[config.mk]
export PLATFORM = sky130hd
export DESIGN_NAME = pqs_regs
export DESIGN_NICKNAME = d
export VERILOG_FILES = /design/src/hw/pqs_regs.v
export VERILOG_INCLUDE_DIRS = /design/src /design/src/hw
export SDC_FILE = /design/constraint.sdc
export NUM_CORES = 1
export LEC_CHECK = 0
export BUFFER_PORTS_ARGS = -buffer_cell sky130_fd_sc_hd__buf_2
export CELL_PAD_IN_SITES_DETAIL_PLACEMENT = 0
export CELL_PAD_IN_SITES_GLOBAL_PLACEMENT = 1
export CORE_ASPECT_RATIO = 2
export CORE_MARGIN = 1
export CORE_UTILIZATION = 34
export DETAILED_ROUTE_END_ITERATION = 10
export HOLD_SLACK_MARGIN = 0.15
export PLACE_DENSITY = 0.8
export SLEW_MARGIN = 20
export SYNTH_ARGS = -nofsm -noshare
export SYNTH_HDL_FRONTEND = slang
export SYNTH_SLANG_ARGS = --single-unit
[constraint.sdc]
create_clock -name CLOCK -period 1.75 [get_ports CLOCK]
set_input_delay 0.2625 -clock CLOCK [delete_from_list [all_inputs] [get_ports CLOCK]]
set_output_delay 0.2625 -clock CLOCK [all_outputs]
set_load 0.1 [all_outputs]
[src/hw/pqs_map.vh]
// register offsets, field positions and reset values of the quick status block
`ifndef PQS_MAP_VH
`define PQS_MAP_VH

`define PQS_ADDR_W 5
`define PQS_DATA_W 16
`define PQS_OFS_QUICK_STATUS 5'h11
`define PQS_OFS_TEN_BT_OPS 5'h12
`define PQS_OFS_VENDOR_LO 5'h19
`define PQS_OFS_VENDOR_HI 5'h1F

// quick poll detailed status fields
`define PQS_QS_PROG_HI 13
`define PQS_QS_PROG_LO 11
`define PQS_QS_SIG_LOST 10
`define PQS_QS_PLL_ERR 9
`define PQS_QS_FALSE_CARRIER 8
`define PQS_QS_INVALID_SYM 7
`define PQS_QS_HALT_SYM 6
`define PQS_QS_PREMATURE_END 5
`define PQS_QS_AN_DONE 4
`define PQS_QS_NO_SIGNAL 3
`define PQS_QS_JABBER 2
`define PQS_QS_REMOTE_FAULT 1
`define PQS_QS_LINK 0

// ten base t operations fields
`define PQS_OP_REMOTE_JABBER 15
`define PQS_OP_POLARITY_REV 14
`define PQS_OP_BUS_MODE_HI 13
`define PQS_OP_BUS_MODE_LO 12
`define PQS_OP_AUTO_XOVER 11
`define PQS_OP_RX_FLOAT 10
`define PQS_OP_VENDOR_GATE 9
`define PQS_OP_TEST_MUX 8
`define PQS_OP_RSVD_ONE 4
`define PQS_OP_JABBER_OFF 5

// reset values
`define PQS_RST_PROG 3'h0
`define PQS_RST_NO_SIGNAL 1'h1
`define PQS_RST_FLAG 1'h0
`define PQS_RST_TEST_MUX 1'h0
`define PQS_RST_JABBER_OFF 1'h0
`define PQS_RST_RSVD_ONE 1'h1

// data bus mode codes
`define PQS_MODE_MII 2'h0
`define PQS_MODE_SERIAL 2'h1

`endif

[src/hw/pqs_regs.v]
// quick poll status and 10base-t operations register bank
`timescale 1ns/1ps
`include "pqs_map.vh"

// Function
// RQ1 - bit 11 carries lowest progress bit; bit 4 shows negotiation complete.
// RQ2 - three-bit progress code in bits 13:11, read-only, reset zero.
// RQ3 - signal lost, pll error, false carrier latch high; no-signal live, resets one.
// RQ4 - invalid and halt code group flags latch high, reset zero.
// RQ5 - premature end flag latches high on two idles in data.
// RQ6 - remote fault, jabber, remote jabber latch high; link latched low; jabber inhibit.
// RQ7 - bit 18.13 shows receive float strap captured at reset.
// RQ8 - bus mode 18.13:12 from straps; 00 mii, 01 serial, 1x unsupported.
// RQ9 - 18.10 floats receive outputs, 18.11 crossover, strap defaults, polarity latch.
// RQ10 - 18.9 zero allows vendor registers 25 to 31, one blocks them.
// RQ11 - 18.8 selects test mux routing, resets zero.
// RQ12 - latched flags hold until read, then follow the live condition.
module pqs_regs
(
	input wire CLOCK, // management clock
	input wire RSTN, // async reset, active low
	input wire [`PQS_ADDR_W-1:0] REG_ADDR, // register number
	input wire REG_RD, // read strobe, one cycle
	input wire REG_WR, // write strobe, one cycle
	input wire [`PQS_DATA_W-1:0] REG_WDATA, // write data
	output reg [`PQS_DATA_W-1:0] REG_RDATA, // read data, valid cycle after strobe
	output wire VENDOR_BLOCKED, // access to vendor space refused
	input wire [2:0] AN_PROGRESS, // live negotiation progress code
	input wire AN_DONE, // negotiation complete
	input wire SIG_LOST_EV, // 100 mb/s signal lost
	input wire PLL_ERR_EV, // receive pll lock failure
	input wire FALSE_CARRIER_EV, // false carrier seen
	input wire INVALID_SYM_EV, // invalid code group
	input wire HALT_SYM_EV, // halt code group
	input wire PREMATURE_END_EV, // two idles inside data
	input wire NO_SIGNAL, // live signal absence
	input wire JABBER_EV, // jabber seen
	input wire REMOTE_FAULT_EV, // remote fault seen
	input wire LINK_UP, // live link valid
	input wire REMOTE_JABBER_EV, // remote jabber seen
	input wire POLARITY_REV_EV, // polarity reversal seen
	input wire STRAP_RX_FLOAT, // receive float strap
	input wire STRAP_SERIAL, // serial interface strap
	input wire STRAP_AUTO_XOVER, // crossover strap
	input wire STRAP_VENDOR_GATE, // vendor gate strap
	output wire AUTO_CROSSOVER_ENABLE, // crossover enabled
	output wire RECEIVE_OUTPUT_FLOAT, // receive outputs floated
	output wire RX_OE_N, // receive output enable, low drives
	output wire VENDOR_SPACE_GATE, // vendor space gate bit
	output wire TEST_MUX_SELECT, // test mux routing
	output wire JABBER_CHECK_OFF, // jabber check disabled
	output wire [1:0] BUS_MODE // data bus mode code
);

	reg strap_done_r;
	reg strap_rx_float_r;
	reg strap_serial_r;
	reg auto_xover_r;
	reg rx_float_r;
	reg vendor_gate_r;
	reg test_mux_r;
	reg jabber_off_r;
	reg [2:0] prog_r;
	reg [2:0] prog_nxt;
	reg link_r;
	reg no_signal_r;
	reg an_done_r;
	// latched high flags: index order below
	reg [9:0] flag_r;
	wire [9:0] flag_ev;
	wire rd_qs;
	wire rd_op;
	wire wr_op;
	wire [`PQS_DATA_W-1:0] qs_val;
	wire [`PQS_DATA_W-1:0] op_val;
	wire in_vendor;
	reg [`PQS_DATA_W-1:0] rdata_nxt;

	// positions of the latched high flags in flag_r
	localparam FL_SIG_LOST = 0;
	localparam FL_PLL_ERR = 1;
	localparam FL_FALSE_CARRIER = 2;
	localparam FL_INVALID_SYM = 3;
	localparam FL_HALT_SYM = 4;
	localparam FL_PREMATURE_END = 5;
	localparam FL_JABBER = 6;
	localparam FL_REMOTE_FAULT = 7;
	localparam FL_REMOTE_JABBER = 8;
	localparam FL_POLARITY_REV = 9;
	localparam FL_COUNT = 10;

	assign rd_qs = REG_RD && (REG_ADDR == `PQS_OFS_QUICK_STATUS);
	assign rd_op = REG_RD && (REG_ADDR == `PQS_OFS_TEN_BT_OPS);
	assign wr_op = REG_WR && (REG_ADDR == `PQS_OFS_TEN_BT_OPS);

	// RQ3 latched event inputs
	assign flag_ev[0] = SIG_LOST_EV;
	assign flag_ev[1] = PLL_ERR_EV;
	assign flag_ev[2] = FALSE_CARRIER_EV;
	// RQ4 code group events
	assign flag_ev[3] = INVALID_SYM_EV;
	assign flag_ev[4] = HALT_SYM_EV;
	// RQ5 premature end event
	assign flag_ev[5] = PREMATURE_END_EV;
	// RQ6 jabber gated by inhibit
	assign flag_ev[6] = JABBER_EV && !jabber_off_r;
	assign flag_ev[7] = REMOTE_FAULT_EV;
	assign flag_ev[8] = REMOTE_JABBER_EV;
	// RQ9 polarity reversal event
	assign flag_ev[9] = POLARITY_REV_EV;

	// RQ12 set wins over clear on read
	genvar gi;
	generate
		for (gi = 0; gi < FL_COUNT; gi = gi + 1)
		begin : g_flag
			wire clr;
			// ops register flags clear on an ops read, the rest on a status read
			assign clr = (gi >= FL_REMOTE_JABBER) ? rd_op : rd_qs;
			always @(posedge CLOCK or negedge RSTN)
			begin
				if (!RSTN)
					flag_r[gi] <= `PQS_RST_FLAG;
				else
					flag_r[gi] <= flag_ev[gi] | (flag_r[gi] & ~clr);
			end
		end
	endgenerate

	// RQ2 progress holds its highest value until read
	always @*
	begin
		prog_nxt = prog_r;
		if (rd_qs)
			prog_nxt = AN_PROGRESS;
		else if (AN_PROGRESS > prog_r)
			prog_nxt = AN_PROGRESS;
	end

	always @(posedge CLOCK or negedge RSTN)
	begin
		if (!RSTN)
		begin
			prog_r <= `PQS_RST_PROG;
			link_r <= `PQS_RST_FLAG;
			no_signal_r <= `PQS_RST_NO_SIGNAL;
			an_done_r <= 1'h0;
		end
		else
		begin
			prog_r <= prog_nxt;
			// RQ6 link latched low until read
			if (rd_qs)
				link_r <= LINK_UP;
			else
				link_r <= link_r & LINK_UP;
			// RQ3 live no-signal
			no_signal_r <= NO_SIGNAL;
			// RQ1 negotiation complete
			an_done_r <= AN_DONE;
		end
	end

	// straps captured on first edge after reset release
	always @(posedge CLOCK or negedge RSTN)
	begin
		if (!RSTN)
		begin
			strap_done_r <= 1'h0;
			strap_rx_float_r <= 1'h0;
			strap_serial_r <= 1'h0;
			auto_xover_r <= 1'h0;
			rx_float_r <= 1'h0;
			vendor_gate_r <= 1'h0;
			test_mux_r <= `PQS_RST_TEST_MUX;
			jabber_off_r <= `PQS_RST_JABBER_OFF;
		end
		else if (!strap_done_r)
		begin
			// writes in the capture cycle are lost
			strap_done_r <= 1'h1;
			// RQ7 capture float strap
			strap_rx_float_r <= STRAP_RX_FLOAT;
			// RQ8 capture serial strap
			strap_serial_r <= STRAP_SERIAL;
			// RQ9 strap defaults
			auto_xover_r <= STRAP_AUTO_XOVER;
			rx_float_r <= STRAP_RX_FLOAT;
			// RQ10 strap default gate
			vendor_gate_r <= STRAP_VENDOR_GATE;
		end
		else if (wr_op)
		begin
			// RQ9 writable crossover and float
			auto_xover_r <= REG_WDATA[`PQS_OP_AUTO_XOVER];
			rx_float_r <= REG_WDATA[`PQS_OP_RX_FLOAT];
			// RQ10 writable gate
			vendor_gate_r <= REG_WDATA[`PQS_OP_VENDOR_GATE];
			// RQ11 writable test mux select
			test_mux_r <= REG_WDATA[`PQS_OP_TEST_MUX];
			// RQ6 writable jabber inhibit
			jabber_off_r <= REG_WDATA[`PQS_OP_JABBER_OFF];
		end
	end

	// RQ2 progress code, top bits unused
	assign qs_val[15:14] = 2'h0;
	assign qs_val[`PQS_QS_PROG_HI:`PQS_QS_PROG_LO] = prog_r;

	// RQ3 signal, pll and carrier flags
	assign qs_val[`PQS_QS_SIG_LOST] = flag_r[FL_SIG_LOST];
	assign qs_val[`PQS_QS_PLL_ERR] = flag_r[FL_PLL_ERR];
	assign qs_val[`PQS_QS_FALSE_CARRIER] = flag_r[FL_FALSE_CARRIER];

	// RQ4 code group flags
	assign qs_val[`PQS_QS_INVALID_SYM] = flag_r[FL_INVALID_SYM];
	assign qs_val[`PQS_QS_HALT_SYM] = flag_r[FL_HALT_SYM];

	// RQ5 premature end flag
	assign qs_val[`PQS_QS_PREMATURE_END] = flag_r[FL_PREMATURE_END];

	// RQ1 negotiation complete bit
	assign qs_val[`PQS_QS_AN_DONE] = an_done_r;

	// RQ3 live signal absence
	assign qs_val[`PQS_QS_NO_SIGNAL] = no_signal_r;

	// RQ6 jabber, fault, link
	assign qs_val[`PQS_QS_JABBER] = flag_r[FL_JABBER];
	assign qs_val[`PQS_QS_REMOTE_FAULT] = flag_r[FL_REMOTE_FAULT];
	assign qs_val[`PQS_QS_LINK] = link_r;

	// RQ6 remote jabber flag
	assign op_val[`PQS_OP_REMOTE_JABBER] = flag_r[FL_REMOTE_JABBER];

	// RQ9 polarity reversal flag
	assign op_val[`PQS_OP_POLARITY_REV] = flag_r[FL_POLARITY_REV];

	// RQ7 float strap as mode high bit
	assign op_val[`PQS_OP_BUS_MODE_HI] = strap_rx_float_r;
	// RQ8 serial strap low bit
	assign op_val[`PQS_OP_BUS_MODE_LO] = strap_serial_r;

	// RQ9 crossover and receive float
	assign op_val[`PQS_OP_AUTO_XOVER] = auto_xover_r;
	assign op_val[`PQS_OP_RX_FLOAT] = rx_float_r;

	// RQ10 vendor gate bit
	assign op_val[`PQS_OP_VENDOR_GATE] = vendor_gate_r;

	// RQ11 test mux select
	assign op_val[`PQS_OP_TEST_MUX] = test_mux_r;

	// reserved bits 7:6 read zero
	assign op_val[7:6] = 2'h0;

	// RQ6 jabber inhibit bit
	assign op_val[`PQS_OP_JABBER_OFF] = jabber_off_r;
	assign op_val[`PQS_OP_RSVD_ONE] = `PQS_RST_RSVD_ONE;
	assign op_val[3:0] = 4'h0;

	// read data selected by register number
	always @*
	begin
		rdata_nxt = REG_RDATA;
		case (REG_ADDR)
			`PQS_OFS_QUICK_STATUS:
				if (REG_RD)
					rdata_nxt = qs_val;
			`PQS_OFS_TEN_BT_OPS:
				if (REG_RD)
					rdata_nxt = op_val;
			default:
				rdata_nxt = REG_RDATA;
		endcase
	end

	// unmapped reads leave the last word in place
	always @(posedge CLOCK or negedge RSTN)
	begin
		if (!RSTN)
			REG_RDATA <= 16'h0000;
		else
			REG_RDATA <= rdata_nxt;
	end

	// RQ10 vendor register window
	assign in_vendor = (REG_ADDR >= `PQS_OFS_VENDOR_LO) && (REG_ADDR <= `PQS_OFS_VENDOR_HI);

	// RQ10 vendor space refused while gate set
	assign VENDOR_BLOCKED = vendor_gate_r && (REG_RD || REG_WR) && in_vendor;

	// control levels straight from their registers
	assign AUTO_CROSSOVER_ENABLE = auto_xover_r;
	// RQ9 receive outputs float when set
	assign RECEIVE_OUTPUT_FLOAT = rx_float_r;
	assign RX_OE_N = rx_float_r;
	assign VENDOR_SPACE_GATE = vendor_gate_r;
	assign TEST_MUX_SELECT = test_mux_r;
	assign JABBER_CHECK_OFF = jabber_off_r;
	assign BUS_MODE = {strap_rx_float_r, strap_serial_r};

endmodule // pqs_regs

# Word level (Yosys, flattened, before mapping)
# Cells that the tools add are included.
# Widths: inputs -> output; s select.
# word_totals
inputBits	45
elab_cells	79
register_bits	40
# op_classes
n_mux	12
order_cmp	3
n_reduce_logical	13
n_bitwise	23
eq_ne	5
# ops
op	count
$mux 16	2
$pmux 16 s2	1
$and 1x1->1	11
$eq 5x5->1 const B	2
$or 1x1->1	10
$logic_and 1x1->1	7
$mux 1	7
$mux 3	2
$ge 5x5->1 const B	1
$le 5x5->1 const B	1
$ne 2x2->1 const B	2
$reduce_bool 2->1	2
$gt 3x3->1	1
$reduce_and 3->1	1
$ne 2x1->1 const B	1
$not 1->1	2
$reduce_and 2->1	1
$logic_not 1->1	1
$logic_or 1x1->1	1

# Longest topological paths before layout
# Gate-level depths: netlist of the first run.
# depth
word_depth	5
depth_mapped	5
mapped_depth_nobuf	5

# Worst setup path before layout of the first run
# No wires, ideal clock.
# synth_timing
path_type	register to output
from	register vendor_gate_r (netlist: VENDOR_SPACE_GATE)
to	output VENDOR_BLOCKED
t_required_ps	1487
setup_slack_ps	-953
stages_incl_launch_ff	3
arrival_time_ps	2441
cell_sequence	dfrtp_1 o2111ai_1 nor2_1
# synth_via
elab_chain_cells	2
# synth_lines
item	line	rtl
from (decl)	pqs_regs.v:60	reg vendor_gate_r;
from (signal assigned)	pqs_regs.v:198	vendor_gate_r <= REG_WDATA[`PQS_OP_VENDOR_GATE];
$logic_and 1x1->1 (2 in a row)	pqs_regs.v:291	assign VENDOR_BLOCKED = vendor_gate_r && (REG_RD || REG_WR) && in_vendor;
to (decl)	pqs_regs.v:27	output wire VENDOR_BLOCKED,
# No other way between the ends.

# Worst setup path in the final report of the first run
# layout_timing
from	register prog_r[2]
to	register prog_r[1]
# layout_via
elab_chain_cells	2
# layout_lines
item	line	rtl
from (decl)	pqs_regs.v:63	reg [2:0] prog_r;
from (signal assigned)	pqs_regs.v:144	prog_r <= `PQS_RST_PROG;
from (signal assigned)	pqs_regs.v:151	prog_r <= prog_nxt;
$gt 3x3->1	pqs_regs.v:136	else if (AN_PROGRESS > prog_r)
$reduce_bool 2->1 (no source line)	--	
# No other way between the ends.
# A chain may end at the register's enable or synchronous reset.

==> results of run 1 <==
[kinds of logic after synthesis]
group	count (synthesis)	synth area share, %
AO/OA/AOI/OAI	60	22.4
XOR/XNOR	1	0.899
adder cells (fa/ha/maj)	3	2.07
buffers and inverters	13	3.53
flip-flops	40	55.4
multiplexers	4	2.49
other	1	0.207
AND/OR/NAND/NOR	35	13.0
[layout by cell type (no fill, tap or decap), drive strengths merged, types with 7 or more instances in the layout]
master,netlist,final
a21oi,8,8
nand3,8,8
o21ai,13,13
a22o,7,7
dlygate4sd3,0,9
a21o,10,10
a31oi,10,10
buf,6,62
dfrtp,39,39
[routing by layer]
| metal | up-vias | share of wire (%) | track usage, % |
|---|---|---|---|
| met5 | - | 0 | 0 |
| met4 | 0 | 2.5 | 9.02 |
| met3 | 8 | 3.4 | 2.47 |
| met2 | 39 | 58 | 31.3 |
| met1 | 717 | 36 | 19.7 |
| li1 | 727 | - | - |
[power breakdown]
group          switching [mW]  leakage (nW)  internal [mW]
logic                    1.10         0.545          0.304
registers              0.0968         0.445           1.07
clock network           0.325        0.0614          0.466
total                    1.52          1.05           1.84
[cells in the mapped netlist]
cell type and instances:
or3b_1 1, dfrtp_1 39, nor3b_2 1, inv_1 4
nand4b_1 6, ha_1 3, nand2_1 2, xor2_2 1
nand2_2 1, o22a_1 1, a21oi_1 7, clkbuf_1 3
nand2b_1 2, buf_4 3, dfstp_2 1, buf_2 3
nor2_1 5, a32o_1 2, conb_1 1, o21a_1 2
and3b_1 3, nand3b_1 1, a22o_1 7, o21ai_0 13
o2111ai_1 1, nand4bb_1 1, nand3_1 8, o211ai_1 6
nor3_1 1, or3_1 1, a31oi_1 10, a21oi_2 1
and4bb_2 1, mux2_2 4, and2b_1 1, a21o_1 10
[cell type report]
class	instances	area share [%]
clock inverter	2	1.62
sequential	40	42.0
tap	58	3.04
multi-input combinational	104	31.4
timing repair buffer	71	17.8
clock buffer	6	3.46
inverter	4	0.629
[state kept, by name, indices dropped and copies added (netlist names)]
register and flops:
REG_RDATA 16, an_done_r 1, JABBER_CHECK_OFF 1, strap_rx_float_r 1
RECEIVE_OUTPUT_FLOAT 1, VENDOR_SPACE_GATE 1, flag_r 10, link_r 1
strap_serial_r 1, prog_r 3, no_signal_r 1, TEST_MUX_SELECT 1
strap_done_r 1, AUTO_CROSSOVER_ENABLE 1
[critical path: cells and delay by family (launching register included)]
kind            cells  cell delay, ps
flops               1             380
buf+inv             1              50
fa+ha+maj           1             310
compound gates      2             410
simple gates        1             230
[per-stage QoR]
| step | worst slack [ps] | util [%] | hold slack, ps | cell area [um2] |
|---|---|---|---|---|
| global placement | 202 | 42.4 | 344 | 2180 |
| global route | 154 | 46.5 | 159 | 2390 |
| floorplan | 32.8 | - | -33.1 | 1820 |
| detailed placement | 183 | 42.4 | 351 | 2180 |
| CTS | 271 | 46.5 | 151 | 2390 |
| finish | 277 | 46.5 | 158 | 2390 |
[worst paths after layout]
path                            cells after the start        start  slack [ps]                end
worst max-delay path                                5    prog_r[2]         280          prog_r[1]
worst min-delay path                                2  SIG_LOST_EV         160          flag_r[0]
worst max register to register                      5    prog_r[2]         280          prog_r[1]
worst min register to register                      1    flag_r[2]         480          flag_r[2]
max in group asynchronous                           3         RSTN         810  VENDOR_SPACE_GATE
min in group asynchronous                           3         RSTN         560      REG_RDATA[13]
==> impl_metrics.ini, run 1 <==
[cts]
post_cts_resize_count = 0
htree_num_levels = 2
worst_setup_hold_path_clk_slew_ps = 80
clockBufferDepth = 2
cts-buffers-inserted = 5
insertion_delay_ps = 290
hold_buffers = 9
tritoncts_clock_tree = built
cts_setup_buffers = 0
cts_sinks = 40
clockRootBuffer = clkbuf_8

[yosys]
synth_top_cell_by_area = dfrtp_1
synthDistinctLibCells = 36
ys_top_cells_by_area = dfrtp_1 54%, a21o_1 4.1%, o21ai_0 3.6%
synth-warning-count = 0
postSynthNetCount = 205
yosys_register_bits = 40
synth-seq-area-share_pct = 55.4
synth.cell_area_um2 = 1810
synth_top_area_share_pct = 53.9
synthCells = 157
syn_area_per_cell_um2 = 11.5

[die]
die_extent_in_y_um = 105
die_w_um = 53.6
area_enclosed_by_the_die_boundary_um2 = 5630
placementRows = 37
top_level_ports = 70
initial_utilization_pct = 35.2
fp.coreArea_um2 = 5140

[global_routing]
maximum_number_of_pins_on_one_net_before_global_route_repair = 41
grt_util_all_layers_pct = 17.9
antenna_violations_before_repair = 0
grt_overflow = 0
vias_in_the_first_global_route = 1565
grt_first_pass_wirelength_um = 7300

[timing]
timing.final.setup_violations = 0
slew-limit-headroom_pct = 62.6
setup_clock_skew_after_layout_ps = 7.70
finalWorstPathRequiredPeriod_ps = 1470
slew_viol_final = 0
max_freq_mhz = 679
setup-tns-final_ps = 0
grt_setup_unrepaired = false
hold_viol = 0
final.period_utilization_pct = 84.2
worst-slew-pin-transition_ps = 560

[routing]
drtPass1Iterations = 4
drtAntennaViolNets = 0
initialDrtViolationCount = 44
dr_total_vias = 1491
routed_length_per_placed_instance_um = 15.6
via_density_per_instance = 5.23
drc_errors = 0
drt-total-wl_um = 4460

[final_layout]
fillers = 474
finalNonFillerCells = 285
proportion_of_layout_cells_with_a_drive_suffix_above_1_pct = 36.1
area.growth.synth_to_final_pct = 32.0
fin_nets = 274
antenna_cells = 0
layout.area.seq_um2 = 1000
multiInputGateArea_um2 = 751

[placed_design]
dp_hpwl_um = 3340
placedCellCount = 268
gp_routability_congestion = 0.765
portBuffers = 58

[outcome]
run_status = finished clean

[critical_path]
worst_ep_required_time_ps = 1950
arrival_ps = 1670
startpoint_type = flip-flop
crit_type = reg2reg
crit_slowest_cell = dfrtp_1
cp_cell_sequence = inv_1 -> ha_1 -> and3b_1 -> o21a_1 -> o211ai_1
worst_path_largest_cell_delay_ps = 380
setup.worst_path.end_class = flip-flop
path_max_fanout = 4

[power_and_ir_drop]
worst_ir_drop_vdd_mv = 0.915
total_power_mw = 3.36
leakage_nw = 1.05
power_density_nw_per_um2 = 1410

[hold_path]
hold_path.class = in2reg

[job]
maxCapViolations = 0
No activity file was read; power rests on OpenSTA's default activity.
==> inputs of run 2 (changes only) <==
--- a/config.mk
+++ b/config.mk
@@ -6,15 +6,16 @@
 export SDC_FILE = /design/constraint.sdc
 export NUM_CORES = 1
 export LEC_CHECK = 0
+export ABC_AREA = 1
 export BUFFER_PORTS_ARGS = -buffer_cell sky130_fd_sc_hd__buf_2
 export CELL_PAD_IN_SITES_DETAIL_PLACEMENT = 0
 export CELL_PAD_IN_SITES_GLOBAL_PLACEMENT = 1
 export CORE_ASPECT_RATIO = 2
 export CORE_MARGIN = 1
-export CORE_UTILIZATION = 34
+export CORE_UTILIZATION = 32
 export DETAILED_ROUTE_END_ITERATION = 10
 export HOLD_SLACK_MARGIN = 0.15
-export PLACE_DENSITY = 0.8
+export PLACE_DENSITY = 0.82
 export SLEW_MARGIN = 20
 export SYNTH_ARGS = -nofsm -noshare
 export SYNTH_HDL_FRONTEND = slang
==> constraint.sdc (replaced) <==
create_clock -name CLOCK -period 1.35 [get_ports CLOCK]
set_input_delay 0.2025 -clock CLOCK [delete_from_list [all_inputs] [get_ports CLOCK]]
set_output_delay 0.2025 -clock CLOCK [all_outputs]
set_load 0.1 [all_outputs]
==> run 2 against run 1 <==
Net effect: cell area is 13% higher; sequential power is 30% higher; critical path depth is 2 lower; worst hold slack better by 13 ps; highest routed layer unchanged.
==> impl_metrics.ini, run 2 <==
[placed_design]
gp_routability_congestion = 0.762
portBuffers = 58
place_worst_setup_slack_ps = 48.0
dp_hpwl_um = 3240
placed_cell_area_um2 = 2320

[critical_path]
setup.worst_path.end_class = output port
crit_type = reg2out
r2r_start = prog_r[1]
startpoint_type = flip-flop
arrival_ps = 1140
cp-startpoint = VENDOR_SPACE_GATE
path_max_fanout = 2
worst_ep_required_time_ps = 1150

[cts]
worst_setup_hold_path_clk_slew_ps = 50
clockBufferDepth = 2
cts-buffers-inserted = 5
tritoncts_clock_tree = built
insertion_delay_ps = 290
htree_num_levels = 2
clockRootBuffer = clkbuf_16
cts_sinks = 40

[hold_path]
worstHoldStart = REG_WDATA[8]
hold_path.class = in2reg

[routing]
drc_errors = 0
via_density_per_instance = 4.75
dr_total_vias = 1716
routed_length_per_placed_instance_um = 12.3
initialDrtViolationCount = 24
drtAntennaViolNets = 0
drt-total-wl_um = 4430
drtPass1Iterations = 4

[job]
maxCapViolations = 0

[timing]
postLayoutSetupSlackWorst_ps = 7.87
hold_viol = 0
setup-tns-final_ps = 0
slew_viol_final = 0
timing.final.setup_violations = 0
setup_clock_skew_after_layout_ps = 5.27
finalWorstPathRequiredPeriod_ps = 1340
grt_setup_unrepaired = true
final.period_utilization_pct = 99.4
max_freq_mhz = 745

[global_routing]
grt_util_all_layers_pct = 15.5
vias_in_the_first_global_route = 1614
antenna_violations_before_repair = 0
maximum_number_of_pins_on_one_net_before_global_route_repair = 27
grt_first_pass_wirelength_um = 7270
grt_overflow = 0

[yosys]
leading_cell_type_by_number_of_instances_after_synthesis = nand2_1
synth_top_cell_by_area = dfrtp_1
syn_area_per_cell_um2 = 8.74
async_reset_ff_share_pct = 100
postSynthNetCount = 262
synthDistinctLibCells = 25
yosys_register_bits = 40
synth.cell_area_um2 = 1870
synth_top_area_share_pct = 52.2
yosys_most_used_dff = dfrtp_1
ys_top_cells_by_area = dfrtp_1 52%, nand2_1 17%, nand3_1 7.0%
synthCells = 214
post_synth_most_frequent_cells = 83 x nand2_1, 39 x dfrtp_1, 26 x nand3_1
synth-warning-count = 0
synth-seq-area-share_pct = 53.6
synth-edff-count = 0

[die]
area_enclosed_by_the_die_boundary_um2 = 6170
fp.coreArea_um2 = 5660
initial_utilization_pct = 33.0
placementRows = 39
die_extent_in_y_um = 110
top_level_ports = 70
die_w_um = 56.0

[final_layout]
layout.area.seq_um2 = 1010
area.growth.synth_to_final_pct = 44.6
largest_register_ff_count = 16
fin_nets = 347
commonest_non_fill_non_tap_cell_in_the_layout = nand2_1
reg.largest.list = REG_RDATA x16, flag_r x10, prog_r x3
registers.top_by_ff_count = REG_RDATA
antenna_cells = 0
layout_common_cells = 83 x nand2_1, 54 x buf_2, 37 x dfrtp_1
multiInputGateArea_um2 = 793
post-route-cell-area_um2 = 2700
fillers = 560
proportion_of_layout_cells_with_a_drive_suffix_above_1_pct = 33.0

[power_and_ir_drop]
worst_ir_drop_vdd_mv = 1.29
power_density_nw_per_um2 = 1720
leakage_nw = 1.44

[outcome]
run_status = finished clean
[run 2: cell types whose count changed after synthesis, sizes merged, moves of 9 or more]
cell	delta
nand2	+82
nand3	+19
nand4	+12
o21ai	-12
a31oi	-10
inv	+9
[run 2: critical path, stage by stage, from the launching register on]
cell and delay [ps]:
dfrtp_4 430, nand3_4 70, nor3_4 150, buf_12 200
[run 2: layout make-up]
type / instances / area share [%]
clock buffer: 6 / 5.14
clock inverter: 2 / 0.370
inverter: 13 / 1.81
multi-input combinational: 150 / 29.4
sequential: 40 / 37.3
tap: 61 / 2.82
timing repair buffer: 89 / 23.2
[run 2: final timing paths]
kind / to / slack (ps) / cells past startpoint
worst max-delay path: VENDOR_BLOCKED / 8 / 3
worst min-delay path: TEST_MUX_SELECT / 170 / 3
worst max register to register: prog_r[0] / 90 / 8
worst min register to register: flag_r[0] / 480 / 1
max in group asynchronous: VENDOR_SPACE_GATE / 510 / 3
min in group asynchronous: REG_RDATA[1] / 360 / 2
[run 2: cells by family after synthesis]
| family | share of synthesized area (%) |
|---|---|
| adder cells (fa/ha/maj) | 2.01 |
| flip-flops | 53.6 |
| buffers and inverters | 6.76 |
| other | 0.201 |
| AO/OA/AOI/OAI | 4.55 |
| AND/OR/NAND/NOR | 32.9 |
[run 2: repair_timing]
action	4_1_cts	5_1_grt
pin swaps	2	0
endpoints found under the setup margin	1	5
setup buffers	1	1
hold buffers	18	0
endpoints found under the hold margin	57	0
resized for setup	1	5
[run 2: through the flow]
| stage | util (%) | hold WS, ps | cells | power (mW) |
|---|---|---|---|---|
| detailed placement | 41.0 | 131 | 333 | 3.36 |
| global placement | 41.0 | 129 | 333 | 3.33 |
| finish | 47.7 | 170 | 361 | 4.64 |
| floorplan | - | -93.1 | 214 | 2.95 |
| global route | 47.7 | 179 | 361 | 4.87 |
| CTS | 47.1 | 167 | 360 | 4.61 |
[run 2: report_power, final]
group	internal, mW	leakage, nW	switching (mW)
logic	0.481	0.902	1.45
registers	1.39	0.464	0.125
clock network	0.727	0.0766	0.463
[run 2: layer usage]
layer,global-route usage (%),up-vias,share of wire (%)
li1,-,861,-
met5,0,-,0
met4,9.41,0,3.5
met1,16.6,795,39
met2,26.8,49,53
met3,4.43,11,5.1
